**src/rtl/fifo_irq_map.svh**
```systemverilog
`ifndef FIFO_IRQ_MAP_SVH
`define FIFO_IRQ_MAP_SVH

// register indices on the controller's register port
`define RX_PEND_IDX   3'h0
`define RX_OVF_IDX    3'h1
`define TX_PEND_IDX   3'h2
`define TX_ATT_IDX    3'h3
`define TX_REQ_IDX    3'h4

// reset value shared by all five registers
`define STATUS_RST    32'h00000000

// receive vectors have no bit for the transmit queue
`define RX_FIFO_MASK  32'hFFFFFFFE

// position of the transmit queue in the transmit vectors
`define TXQ_BIT       0

// interrupt codes reported for the summary vectors
`define CODE_NONE     7'h40
`define CODE_RX_OVF   7'h43
`define CODE_TX_ATT   7'h4A

`endif

```
**src/rtl/fifo_irq_pkg.sv**
```systemverilog
`default_nettype none

package fifo_irq_pkg;

	typedef logic [31:0]      word_t;
	typedef logic [2:0]       flag3_t;
	typedef flag3_t [31:0]    flag_arr_t;

	// which source currently owns the interrupt code
	typedef enum logic [1:0] {
		cls_none,
		cls_fifo,
		cls_rx_ovf,
		cls_tx_att
	} code_cls_e;

endpackage : fifo_irq_pkg

`default_nettype wire

```
**src/rtl/fifo_irq_status.sv**
```systemverilog
`include "fifo_irq_map.svh"

`default_nettype none

module fifo_irq_status
	import fifo_irq_pkg::*;
(
	input  wire logic      clk,
	input  wire logic      resetn,
	// register port
	input  wire logic      reg_wr,
	input  wire logic      reg_rd,
	input  wire logic [2:0] reg_addr,
	input  wire word_t     reg_wdata,
	output var  word_t     reg_rdata_q,
	output logic           reg_rvalid_q,
	// per-fifo condition flags and their enables from the fifo registers
	input  wire flag_arr_t rx_flags,
	input  wire flag_arr_t rx_enables,
	input  wire flag_arr_t tx_flags,
	input  wire flag_arr_t tx_enables,
	input  wire word_t     rx_overflow_flags,
	input  wire word_t     tx_attempt_flags,
	input  wire word_t     fifo_transmit_select,
	// protocol engine side of the send requests
	input  wire word_t     tx_fifo_done,
	output var  word_t     send_request_bits,
	output logic [6:0]     interrupt_code_vector
);

	// true when any bit of a vector is set
	function automatic logic any_set(input word_t v);
		return |v;
	endfunction : any_set

	// index of the highest set bit, zero when none is set
	function automatic logic [4:0] top_index(input word_t v);
		logic [4:0] idx;
		idx = 5'h00;
		for (int i = 0; i < 32; i++) begin
			if (v[i]) begin
				idx = 5'(i);
			end
		end
		return idx;
	endfunction : top_index

	word_t     rx_pend_w;
	word_t     tx_pend_w;
	word_t     rx_fifo_pending_bits_q;
	word_t     rx_overflow_pending_bits_q;
	word_t     tx_fifo_pending_bits_q;
	word_t     tx_attempt_pending_bits_q;
	word_t     send_req_q;
	word_t     send_req_d;
	word_t     tx_capable;
	word_t     set_req;
	word_t     fifo_any;
	word_t     rdata_d;
	logic      wr_req;
	logic      rd_hit;
	code_cls_e code_cls;
	logic [6:0] code_d;
	logic [6:0] code_q;

	// receive side reduction, transmit queue position forced low
	fifo_flag_reduce u_rx_reduce (
		.flags     (rx_flags),
		.enables   (rx_enables),
		.keep_mask (`RX_FIFO_MASK),
		.pending   (rx_pend_w)
	);

	// transmit side reduction keeps all 32 positions, queue at bit0
	fifo_flag_reduce u_tx_reduce (
		.flags     (tx_flags),
		.enables   (tx_enables),
		.keep_mask (32'hFFFFFFFF),
		.pending   (tx_pend_w)
	);

	// status vectors track their sources every cycle; software has no write
	// path into them, so a stray write cannot lose a pending indication
	always_ff @(posedge clk or negedge resetn) begin
		if (!resetn) begin
			rx_fifo_pending_bits_q     <= `STATUS_RST;
			rx_overflow_pending_bits_q <= `STATUS_RST;
			tx_fifo_pending_bits_q     <= `STATUS_RST;
			tx_attempt_pending_bits_q  <= `STATUS_RST;
		end else begin
			rx_fifo_pending_bits_q     <= rx_pend_w;
			rx_overflow_pending_bits_q <= rx_overflow_flags & `RX_FIFO_MASK;
			tx_fifo_pending_bits_q     <= tx_pend_w;
			tx_attempt_pending_bits_q  <= tx_attempt_flags;
		end
	end

	// the queue is always a transmitter; other fifos only when selected
	assign tx_capable = fifo_transmit_select | (32'h00000001 << `TXQ_BIT);
	assign wr_req     = reg_wr && (reg_addr == `TX_REQ_IDX);
	assign set_req    = wr_req ? (reg_wdata & tx_capable) : '0;

	// a new request in the same cycle as completion wins: the fifo may already
	// hold a freshly queued message that the completion did not cover
	assign send_req_d = (send_req_q & ~tx_fifo_done) | set_req;

	always_ff @(posedge clk or negedge resetn) begin
		if (!resetn) begin
			send_req_q <= `STATUS_RST;
		end else begin
			send_req_q <= send_req_d;
		end
	end

	assign send_request_bits = send_req_q;

	// interrupt code: highest number wins among the pending sources
	assign fifo_any = rx_fifo_pending_bits_q | tx_fifo_pending_bits_q;
	assign code_cls = any_set(tx_attempt_pending_bits_q)  ? cls_tx_att :
	                  any_set(rx_overflow_pending_bits_q) ? cls_rx_ovf :
	                  any_set(fifo_any)                   ? cls_fifo   : cls_none;

	always_comb begin
		unique case (code_cls)
			cls_tx_att: code_d = `CODE_TX_ATT;
			cls_rx_ovf: code_d = `CODE_RX_OVF;
			cls_fifo:   code_d = {2'b00, top_index(fifo_any)};
			cls_none:   code_d = `CODE_NONE;
		endcase
	end

	always_ff @(posedge clk or negedge resetn) begin
		if (!resetn) begin
			code_q <= `CODE_NONE;
		end else begin
			code_q <= code_d;
		end
	end

	assign interrupt_code_vector = code_q;

	// read mux; unmapped indices answer zero
	assign rd_hit  = reg_rd && (reg_addr <= `TX_REQ_IDX);
	assign rdata_d = !rd_hit                      ? '0 :
	                 (reg_addr == `RX_PEND_IDX)   ? rx_fifo_pending_bits_q :
	                 (reg_addr == `RX_OVF_IDX)    ? rx_overflow_pending_bits_q :
	                 (reg_addr == `TX_PEND_IDX)   ? tx_fifo_pending_bits_q :
	                 (reg_addr == `TX_ATT_IDX)    ? tx_attempt_pending_bits_q :
	                 send_req_q;

	// read data is held until the next read strobe
	always_ff @(posedge clk or negedge resetn) begin
		if (!resetn) begin
			reg_rdata_q  <= `STATUS_RST;
			reg_rvalid_q <= 1'b0;
		end else begin
			reg_rvalid_q <= reg_rd;
			if (reg_rd) begin
				reg_rdata_q <= rdata_d;
			end
		end
	end

	// receive status never shows the queue position
	property p_rx_bit0_zero;
		@(posedge clk) disable iff (!resetn)
		(rx_fifo_pending_bits_q[0] == 1'b0) && (rx_overflow_pending_bits_q[0] == 1'b0);
	endproperty
	a_rx_bit0_zero: assert property (p_rx_bit0_zero)
		else $error("receive status bit0 is not zero");

	// a fifo above the queue bit with an enabled receive flag shows pending one cycle later
	property p_rx_pend_follow;
		@(posedge clk) disable iff (!resetn)
		##1 rx_fifo_pending_bits_q == ($past(rx_pend_w));
	endproperty
	a_rx_pend_follow: assert property (p_rx_pend_follow)
		else $error("receive pending does not follow enabled flags");

	// overflow status mirrors the fifo overflow flags above bit0
	property p_rx_ovf_follow;
		@(posedge clk) disable iff (!resetn)
		##1 rx_overflow_pending_bits_q[31:1] == $past(rx_overflow_flags[31:1]);
	endproperty
	a_rx_ovf_follow: assert property (p_rx_ovf_follow)
		else $error("overflow pending does not follow fifo flags");

	// transmit queue pending (bit0) is set the cycle after an enabled queue transmit flag
	property p_tx_pend_follow;
		@(posedge clk) disable iff (!resetn)
		(|(tx_flags[0] & tx_enables[0])) |=> tx_fifo_pending_bits_q[0];
	endproperty
	a_tx_pend_follow: assert property (p_tx_pend_follow)
		else $error("transmit queue pending missing");

	// attempt status mirrors the attempt flags including the queue
	property p_tx_att_follow;
		@(posedge clk) disable iff (!resetn)
		##1 tx_attempt_pending_bits_q == $past(tx_attempt_flags);
	endproperty
	a_tx_att_follow: assert property (p_tx_att_follow)
		else $error("attempt pending does not follow fifo flags");

	// a request write to the queue bit is seen by the engine next cycle
	property p_txq_set;
		@(posedge clk) disable iff (!resetn)
		(wr_req && reg_wdata[0]) |=> send_request_bits[0];
	endproperty
	a_txq_set: assert property (p_txq_set)
		else $error("queue send request not set after write");

	// a request bit may drop only on a completion for that fifo
	property p_clear_on_done;
		@(posedge clk) disable iff (!resetn)
		##1 ($past(send_req_q) & ~send_req_q & ~$past(tx_fifo_done)) == '0;
	endproperty
	a_clear_on_done: assert property (p_clear_on_done)
		else $error("send request cleared without completion");

	// a receive fifo with no request ignores a set attempt
	property p_rx_fifo_ignored;
		@(posedge clk) disable iff (!resetn)
		(wr_req && reg_wdata[1] && !fifo_transmit_select[1] && !send_req_q[1])
			|=> !send_request_bits[1];
	endproperty
	a_rx_fifo_ignored: assert property (p_rx_fifo_ignored)
		else $error("receive fifo accepted a send request");

	// overflow pending without attempt pending reports the overflow code one cycle on
	property p_code_rx_ovf;
		@(posedge clk) disable iff (!resetn)
		(any_set(rx_overflow_pending_bits_q) && !any_set(tx_attempt_pending_bits_q))
			|=> (interrupt_code_vector == `CODE_RX_OVF);
	endproperty
	a_code_rx_ovf: assert property (p_code_rx_ovf)
		else $error("overflow code not reported");

	// attempt pending takes the code over everything else
	property p_code_tx_att;
		@(posedge clk) disable iff (!resetn)
		any_set(tx_attempt_pending_bits_q) |=> (interrupt_code_vector == `CODE_TX_ATT);
	endproperty
	a_code_tx_att: assert property (p_code_tx_att)
		else $error("attempt code not reported");

	// writes elsewhere never touch the request bits
	property p_ro_write_ignored;
		@(posedge clk) disable iff (!resetn)
		(reg_wr && reg_addr != `TX_REQ_IDX && tx_fifo_done == '0)
			|=> $stable(send_request_bits);
	endproperty
	a_ro_write_ignored: assert property (p_ro_write_ignored)
		else $error("write to status vector changed state");

	// an accepted request bit on a transmit-capable fifo is up the next cycle
	property p_req_set;
		@(posedge clk) disable iff (!resetn)
		(reg_wr && reg_addr == `TX_REQ_IDX)
			|=> ((send_request_bits & $past(reg_wdata) & ($past(fifo_transmit_select) | 32'h1))
				== ($past(reg_wdata) & ($past(fifo_transmit_select) | 32'h1)));
	endproperty
	a_req_set: assert property (p_req_set)
		else $error("accepted send request not set");

	// a completion with no new write drops the finished request bits
	property p_req_clear;
		@(posedge clk) disable iff (!resetn)
		(!reg_wr && any_set(send_req_q & tx_fifo_done))
			|=> ((send_request_bits & $past(tx_fifo_done)) == '0);
	endproperty
	a_req_clear: assert property (p_req_clear)
		else $error("send request kept after completion");

	// a read of the attempt vector returns its value at the read strobe
	property p_read_attempt;
		@(posedge clk) disable iff (!resetn)
		(reg_rd && reg_addr == `TX_ATT_IDX)
			|=> (reg_rdata_q == $past(tx_attempt_pending_bits_q));
	endproperty
	a_read_attempt: assert property (p_read_attempt)
		else $error("attempt vector read back wrong");

	// with nothing pending the code reads as no interrupt
	property p_code_none;
		@(posedge clk) disable iff (!resetn)
		!any_set(fifo_any | rx_overflow_pending_bits_q | tx_attempt_pending_bits_q)
			|=> (interrupt_code_vector == `CODE_NONE);
	endproperty
	a_code_none: assert property (p_code_none)
		else $error("idle code not reported");

endmodule : fifo_irq_status

`default_nettype wire

```
**src/rtl/fifo_flag_reduce.sv**
```systemverilog
`default_nettype none

module fifo_flag_reduce
	import fifo_irq_pkg::*;
(
	input  wire flag_arr_t flags,
	input  wire flag_arr_t enables,
	input  wire word_t     keep_mask,
	output var  word_t     pending
);

	// each fifo reports the or of its enabled condition flags; no memory, so the
	// bit drops on its own as soon as the fifo condition goes away
	always_comb begin
		pending = '0;
		for (int i = 0; i < 32; i++) begin
			pending[i] = |(flags[i] & enables[i]);
		end
		pending = pending & keep_mask;
	end

endmodule : fifo_flag_reduce

`default_nettype wire

```
**config.mk**
```make
export PLATFORM = sky130hd
export DESIGN_NAME = fifo_irq_status
export DESIGN_NICKNAME = d
export VERILOG_FILES = /design/src/rtl/fifo_irq_pkg.sv /design/src/rtl/fifo_irq_status.sv /design/src/rtl/fifo_flag_reduce.sv
export VERILOG_INCLUDE_DIRS = /design/src /design/src/rtl
export SDC_FILE = /design/constraint.sdc
export NUM_CORES = 1
export LEC_CHECK = 0
export CAP_MARGIN = 20
export CORE_AREA = 2 2 243 245
export CTS_BUF_LIST = sky130_fd_sc_hd__clkbuf_2
export DETAILED_ROUTE_END_ITERATION = 12
export DIE_AREA = 0 0 245 247
export DONT_BUFFER_PORTS = 1
export MAX_ROUTING_LAYER = met4
export PLACE_DENSITY_LB_ADDON = 0.25
export SLEW_MARGIN = 5
export SYNTH_ARGS = -nofsm -noshare
export SYNTH_HDL_FRONTEND = slang
export SYNTH_SLANG_ARGS = --single-unit
```
**constraint.sdc**
```tcl
create_clock -name clk -period 2.5 [get_ports clk]
set_input_delay 0.375 -clock clk [delete_from_list [all_inputs] [get_ports clk]]
set_output_delay 0.375 -clock clk [all_outputs]
set_load 0.02 [all_outputs]
```
==> results.py, run 1 <==
metrics = {
    "synth": {
        "post_synth_instance_area_um2": 8530,
        "most_numerous_cell_in_the_yosys_netlist": "sky130_fd_sc_hd__dfrtp_1",
        "synth.largest_area_cell": "sky130_fd_sc_hd__dfrtp_1",
        "synth-async-reset-ratio_pct": 100,
        "synth-seq-cells": 197,
        "number_of_distinct_library_cells_after_synthesis": 51,
        "netlist_top_cells_area": "sky130_fd_sc_hd__dfrtp_1 57%, sky130_fd_sc_hd__a222oi_1 7.4%, sky130_fd_sc_hd__inv_1 5.7%",
        "yosys_warnings": 0,
        "synth.yosys.seq_area_share_pct": 57.8,
        "mappedNetlistNets": 1358,
        "most_common_library_cells_after_synthesis": "196 x sky130_fd_sc_hd__dfrtp_1, 129 x sky130_fd_sc_hd__inv_1, 63 x sky130_fd_sc_hd__a222oi_1",
        "synth_top_cell_area_share_pct": 57.5,
        "syn-instance-count": 807,
        "synth-edff-count": 0,
        "synth.avg_cell_area_um2": 10.6,
        "synth-main-ff-cell": "sky130_fd_sc_hd__dfrtp_1",
    },
    "floorplanning": {
        "die-width_um": 245,
        "starting_utilization_of_the_core_area_pct": 14.6,
        "placement_rows": 89,
        "die_height_um": 247,
        "pin_count": 623,
    },
    "cts": {
        "cts-resized-gates": 0,
        "cts.root.buffer_cell": "sky130_fd_sc_hd__clkbuf_2",
        "numCtsBuffers": 17,
        "post_cts.repair.setup_buffers": 0,
        "htree_num_levels": 4,
        "cts.hold.buffers_added": 319,
        "clock_sink_count": 197,
        "ctsLongestPathBuffers": 2,
    },
    "place": {
        "detailed_place_hpwl_mm": 35.6,
        "io_buffer_count": 0,
        "routabilityCongestion": 1.01,
        "place_ws_ns": 0.361,
    },
    "outcome": {
        "last_stage_the_flow_got_to": "clock tree synthesis (4_1_cts)",
        "run_status": "did not finish",
        "firstError": "[ERROR RSZ-0060] Max buffer count reached.",
    },
}
[stage by stage]
step | instances | hold slack [ns] | area (µm²)
2_1_floorplan | 807 | 0.0794 | 8530
3_3_place_gp | 1559 | 0.0835 | 9470
3_5_place_dp | 1559 | 0.0822 | 9470
[cells by family after synthesis]
kind of cell | share of synthesized area [%]
and+or+nand+nor | 11.5
muxes | 3.01
DFF | 57.8
AOI/OAI and AO/OA | 20.5
buffers and inverters | 7.22
other | 0.0440
==> run 2: changes to the inputs <==
--- a/config.mk
+++ b/config.mk
@@ -7,13 +7,11 @@
 export NUM_CORES = 1
 export LEC_CHECK = 0
 export CAP_MARGIN = 20
-export CORE_AREA = 2 2 243 245
-export CTS_BUF_LIST = sky130_fd_sc_hd__clkbuf_2
+export CORE_AREA = 2 2 245 247
 export DETAILED_ROUTE_END_ITERATION = 12
-export DIE_AREA = 0 0 245 247
+export DIE_AREA = 0 0 247 249
 export DONT_BUFFER_PORTS = 1
-export MAX_ROUTING_LAYER = met4
-export PLACE_DENSITY_LB_ADDON = 0.25
+export PLACE_DENSITY_LB_ADDON = 0.15
 export SLEW_MARGIN = 5
 export SYNTH_ARGS = -nofsm -noshare
 export SYNTH_HDL_FRONTEND = slang
==> results.py, run 2 <==
metrics = {
    "cts": {
        "cts.hold.buffers_added": 152,
        "cts.root.buffer_cell": "sky130_fd_sc_hd__clkbuf_16",
        "htree_num_levels": 4,
        "numCtsBuffers": 17,
        "clock_latency_ns": 0.50,
        "tritoncts": "yes",
        "ctsLongestPathBuffers": 2,
        "clk_pin_slew_worst_paths_ns": 0.08,
        "clock_sink_count": 197,
    },
    "worst_setup_path": {
        "worst_ep_required_time_ns": 2.89,
        "critical-path-slowest-cell": "sky130_fd_sc_hd__or4_1",
        "crit_fanout": 3,
        "setup.worst_path.class": "flip-flop to flip-flop",
        "crit_path_max_incr_delay_ns": 0.61,
        "setup.worst_path.start_class": "flip-flop",
        "reg2reg_slack_ns": 0.36,
        "r2r-end": "interrupt_code_vector[2]",
        "crit_chain": "or4_1 > nor4b_1 > nand4_1 > o211ai_2 > a21oi_1",
        "critical_path.endpoint_type": "flip-flop",
        "arrival_ns": 2.53,
        "rr_startpoint": "tx_fifo_pending_bits_q[13]",
        "reg2reg_depth": 5,
    },
    "route": {
        "detail_route.vias_per_cell": 4.27,
        "drt_first_pass_iters": 6,
        "detailedRoute.firstIterationViolations": 634,
        "drcViolationCount": 0,
        "number_of_vias_after_detailed_routing": 7504,
        "detail_route.wirelength_mm": 45.7,
        "wire_per_inst_um": 26.0,
        "route.antenna.remaining_nets": 0,
    },
    "place": {
        "routabilityCongestion": 0.931,
        "detailed_place_hpwl_mm": 36.2,
        "io_buffer_count": 0,
        "placed_area_um2": 9470,
    },
    "synth": {
        "synth.avg_cell_area_um2": 10.6,
        "yosys_warnings": 0,
        "netlist_top_cells_area": "sky130_fd_sc_hd__dfrtp_1 57%, sky130_fd_sc_hd__a222oi_1 7.4%, sky130_fd_sc_hd__inv_1 5.7%",
        "post_synth_instance_area_um2": 8530,
        "synth-main-ff-cell": "sky130_fd_sc_hd__dfrtp_1",
        "syn-instance-count": 807,
        "synth.yosys.seq_area_share_pct": 57.8,
        "synth.largest_area_cell": "sky130_fd_sc_hd__dfrtp_1",
        "synth-seq-cells": 197,
        "most_common_library_cells_after_synthesis": "196 x sky130_fd_sc_hd__dfrtp_1, 129 x sky130_fd_sc_hd__inv_1, 63 x sky130_fd_sc_hd__a222oi_1",
        "synth_top_cell_area_share_pct": 57.5,
        "synth-async-reset-ratio_pct": 100,
        "synth-edff-count": 0,
        "mappedNetlistNets": 1358,
        "number_of_distinct_library_cells_after_synthesis": 51,
        "most_numerous_cell_in_the_yosys_netlist": "sky130_fd_sc_hd__dfrtp_1",
    },
    "finish": {
        "layout.cells.most_common_list": "196 x sky130_fd_sc_hd__dfrtp_1, 151 x sky130_fd_sc_hd__dlygate4sd3_1, 129 x sky130_fd_sc_hd__inv_1",
        "design.final.nets": 1508,
        "synthToLayoutAreaGrowth_pct": 36.3,
        "final_common_cell": "sky130_fd_sc_hd__dfrtp_1",
        "drive_gt1_share_pct": 8.35,
        "final_design_area_no_fill_um2": 11600,
        "fillerInstances": 6376,
        "finalCoreUtilization_pct": 19.8,
    },
    "floorplanning": {
        "core_um2": 58700,
        "fp.dieArea_um2": 61500,
        "die_height_um": 249,
        "pin_count": 623,
        "starting_utilization_of_the_core_area_pct": 14.5,
        "placement_rows": 89,
        "die-width_um": 247,
    },
    "timing": {
        "worst_tran_pin_value_ns": 0.931,
        "fin_worst_hold_slack_ns": -0.427,
        "rsz_0062_raised_after_global_routing": "false",
        "fmax_mhz": 467,
        "final-max-slew-violation-count": 0,
        "timing.final.crit_period_ns": 2.14,
        "clock-skew-final_ns": 0.0131,
        "setup_tns_ns": 0,
        "setup_viol_count_final": 0,
        "crit_share_post_route_pct": 85.6,
        "final-hold-violation-count": 197,
        "max_slew_margin_pct": 37.9,
    },
    "grt": {
        "gr-usage-all-layers_pct": 14.7,
        "wire_length_of_the_first_global_routing_pass_mm": 62.0,
        "grt_max_degree": 198,
        "antenna_found_initial": 17,
        "via_count_of_the_first_global_routing_pass": 8026,
        "globalRouteOverflowTotal": 0,
    },
    "power": {
        "maximum_vdd_ir_drop_uv": 550,
        "pwr_density_cell_nw_per_um2": 627,
        "total_leakage_power_uw": 0.00461,
        "post-layout-total-power_uw": 7290,
    },
    "outcome": {
        "run_status": "finished, violations left",
        "violations_in_the_final_reports": "negative hold slack",
    },
    "flow_run": {
        "cap_violations": 0,
    },
    "min_path": {
        "min_path_type": "input pin to async pin",
    },
}
==> run 2: logic make-up (layout without fill, tap and decap cells) <==
family | Yosys count | after routing | synth area share [%]
compound gates | 237 | 237 | 20.5
simple gates | 186 | 186 | 11.5
other cells | 1 | 15 | 0.0440
flops | 197 | 197 | 57.8
mux | 23 | 23 | 3.01
buf+inv | 163 | 326 | 7.22
==> run 2: stage by stage <==
stage,setup WS (ns),cells
final,0.359,1757
after detailed placement,0.361,1559
after global placement,0.408,1559
after CTS,0.366,1743
after floorplan,0.641,807
after global routing,0.225,1755
==> run 2: how the worst max path moves through the flow <==
stage / from / to / slack [ns] / depth (start not counted)
3_3_place_gp: tx_fifo_pending_bits_q[13] / interrupt_code_vector[2] / 0.41 / 5
4_1_cts: tx_fifo_pending_bits_q[13] / interrupt_code_vector[2] / 0.37 / 5
2_1_floorplan: rx_fifo_pending_bits_q[29] / interrupt_code_vector[2] / 0.64 / 5
6_report: tx_fifo_pending_bits_q[13] / interrupt_code_vector[2] / 0.36 / 5
3_5_place_dp: tx_fifo_pending_bits_q[13] / interrupt_code_vector[2] / 0.36 / 5
5_1_grt: tx_fifo_pending_bits_q[17] / interrupt_code_vector[2] / 0.23 / 5
==> run 2: area by class of cell <==
cell class / instances / area (µm²) / share of cell area [%]
Multi-Input combinational cell: 447 / 2990 / 25.8
Inverter: 129 / 484 / 4.16
Timing Repair Buffer: 165 / 1630 / 14.0
Antenna cell: 14 / 35.0 / 0.301
Sequential cell: 197 / 4930 / 42.4
Clock inverter: 12 / 130 / 1.12
Clock buffer: 20 / 457 / 3.93
Tap cell: 773 / 967 / 8.32
==> run 2: critical path: cells and delay by family, from the launching register on <==
kind / cells / cell delay [ns]
AO/OA/AOI/OAI: 2 / 0.30
flip-flops: 1 / 0.43
AND/OR/NAND/NOR: 3 / 1.32
==> run 2: power breakdown <==
| part | total (µW) | internal [µW] | switching [µW] |
|---|---|---|---|
| clock | 2880 | 1460 | 1420 |
| combinational | 703 | 363 | 340 |
| sequential | 3710 | 3390 | 323 |
| total | 7290 | 5210 | 2080 |
==> run 2: what timing repair did <==
item,4_1_cts,5_1_grt
hold endpoints to repair,339,197
buffers inserted,0,0
resized for setup,0,0
==> run 2: layer usage <==
layer	wire [µm]	GRT usage, %	vias up
met3	2680	3.67	45
met1	20900	19.8	3791
met4	1190	5.28	4
li1	-	-	3321
met2	20900	22.6	343
met5	27	0	-
Power figures use the tool's default switching activity.
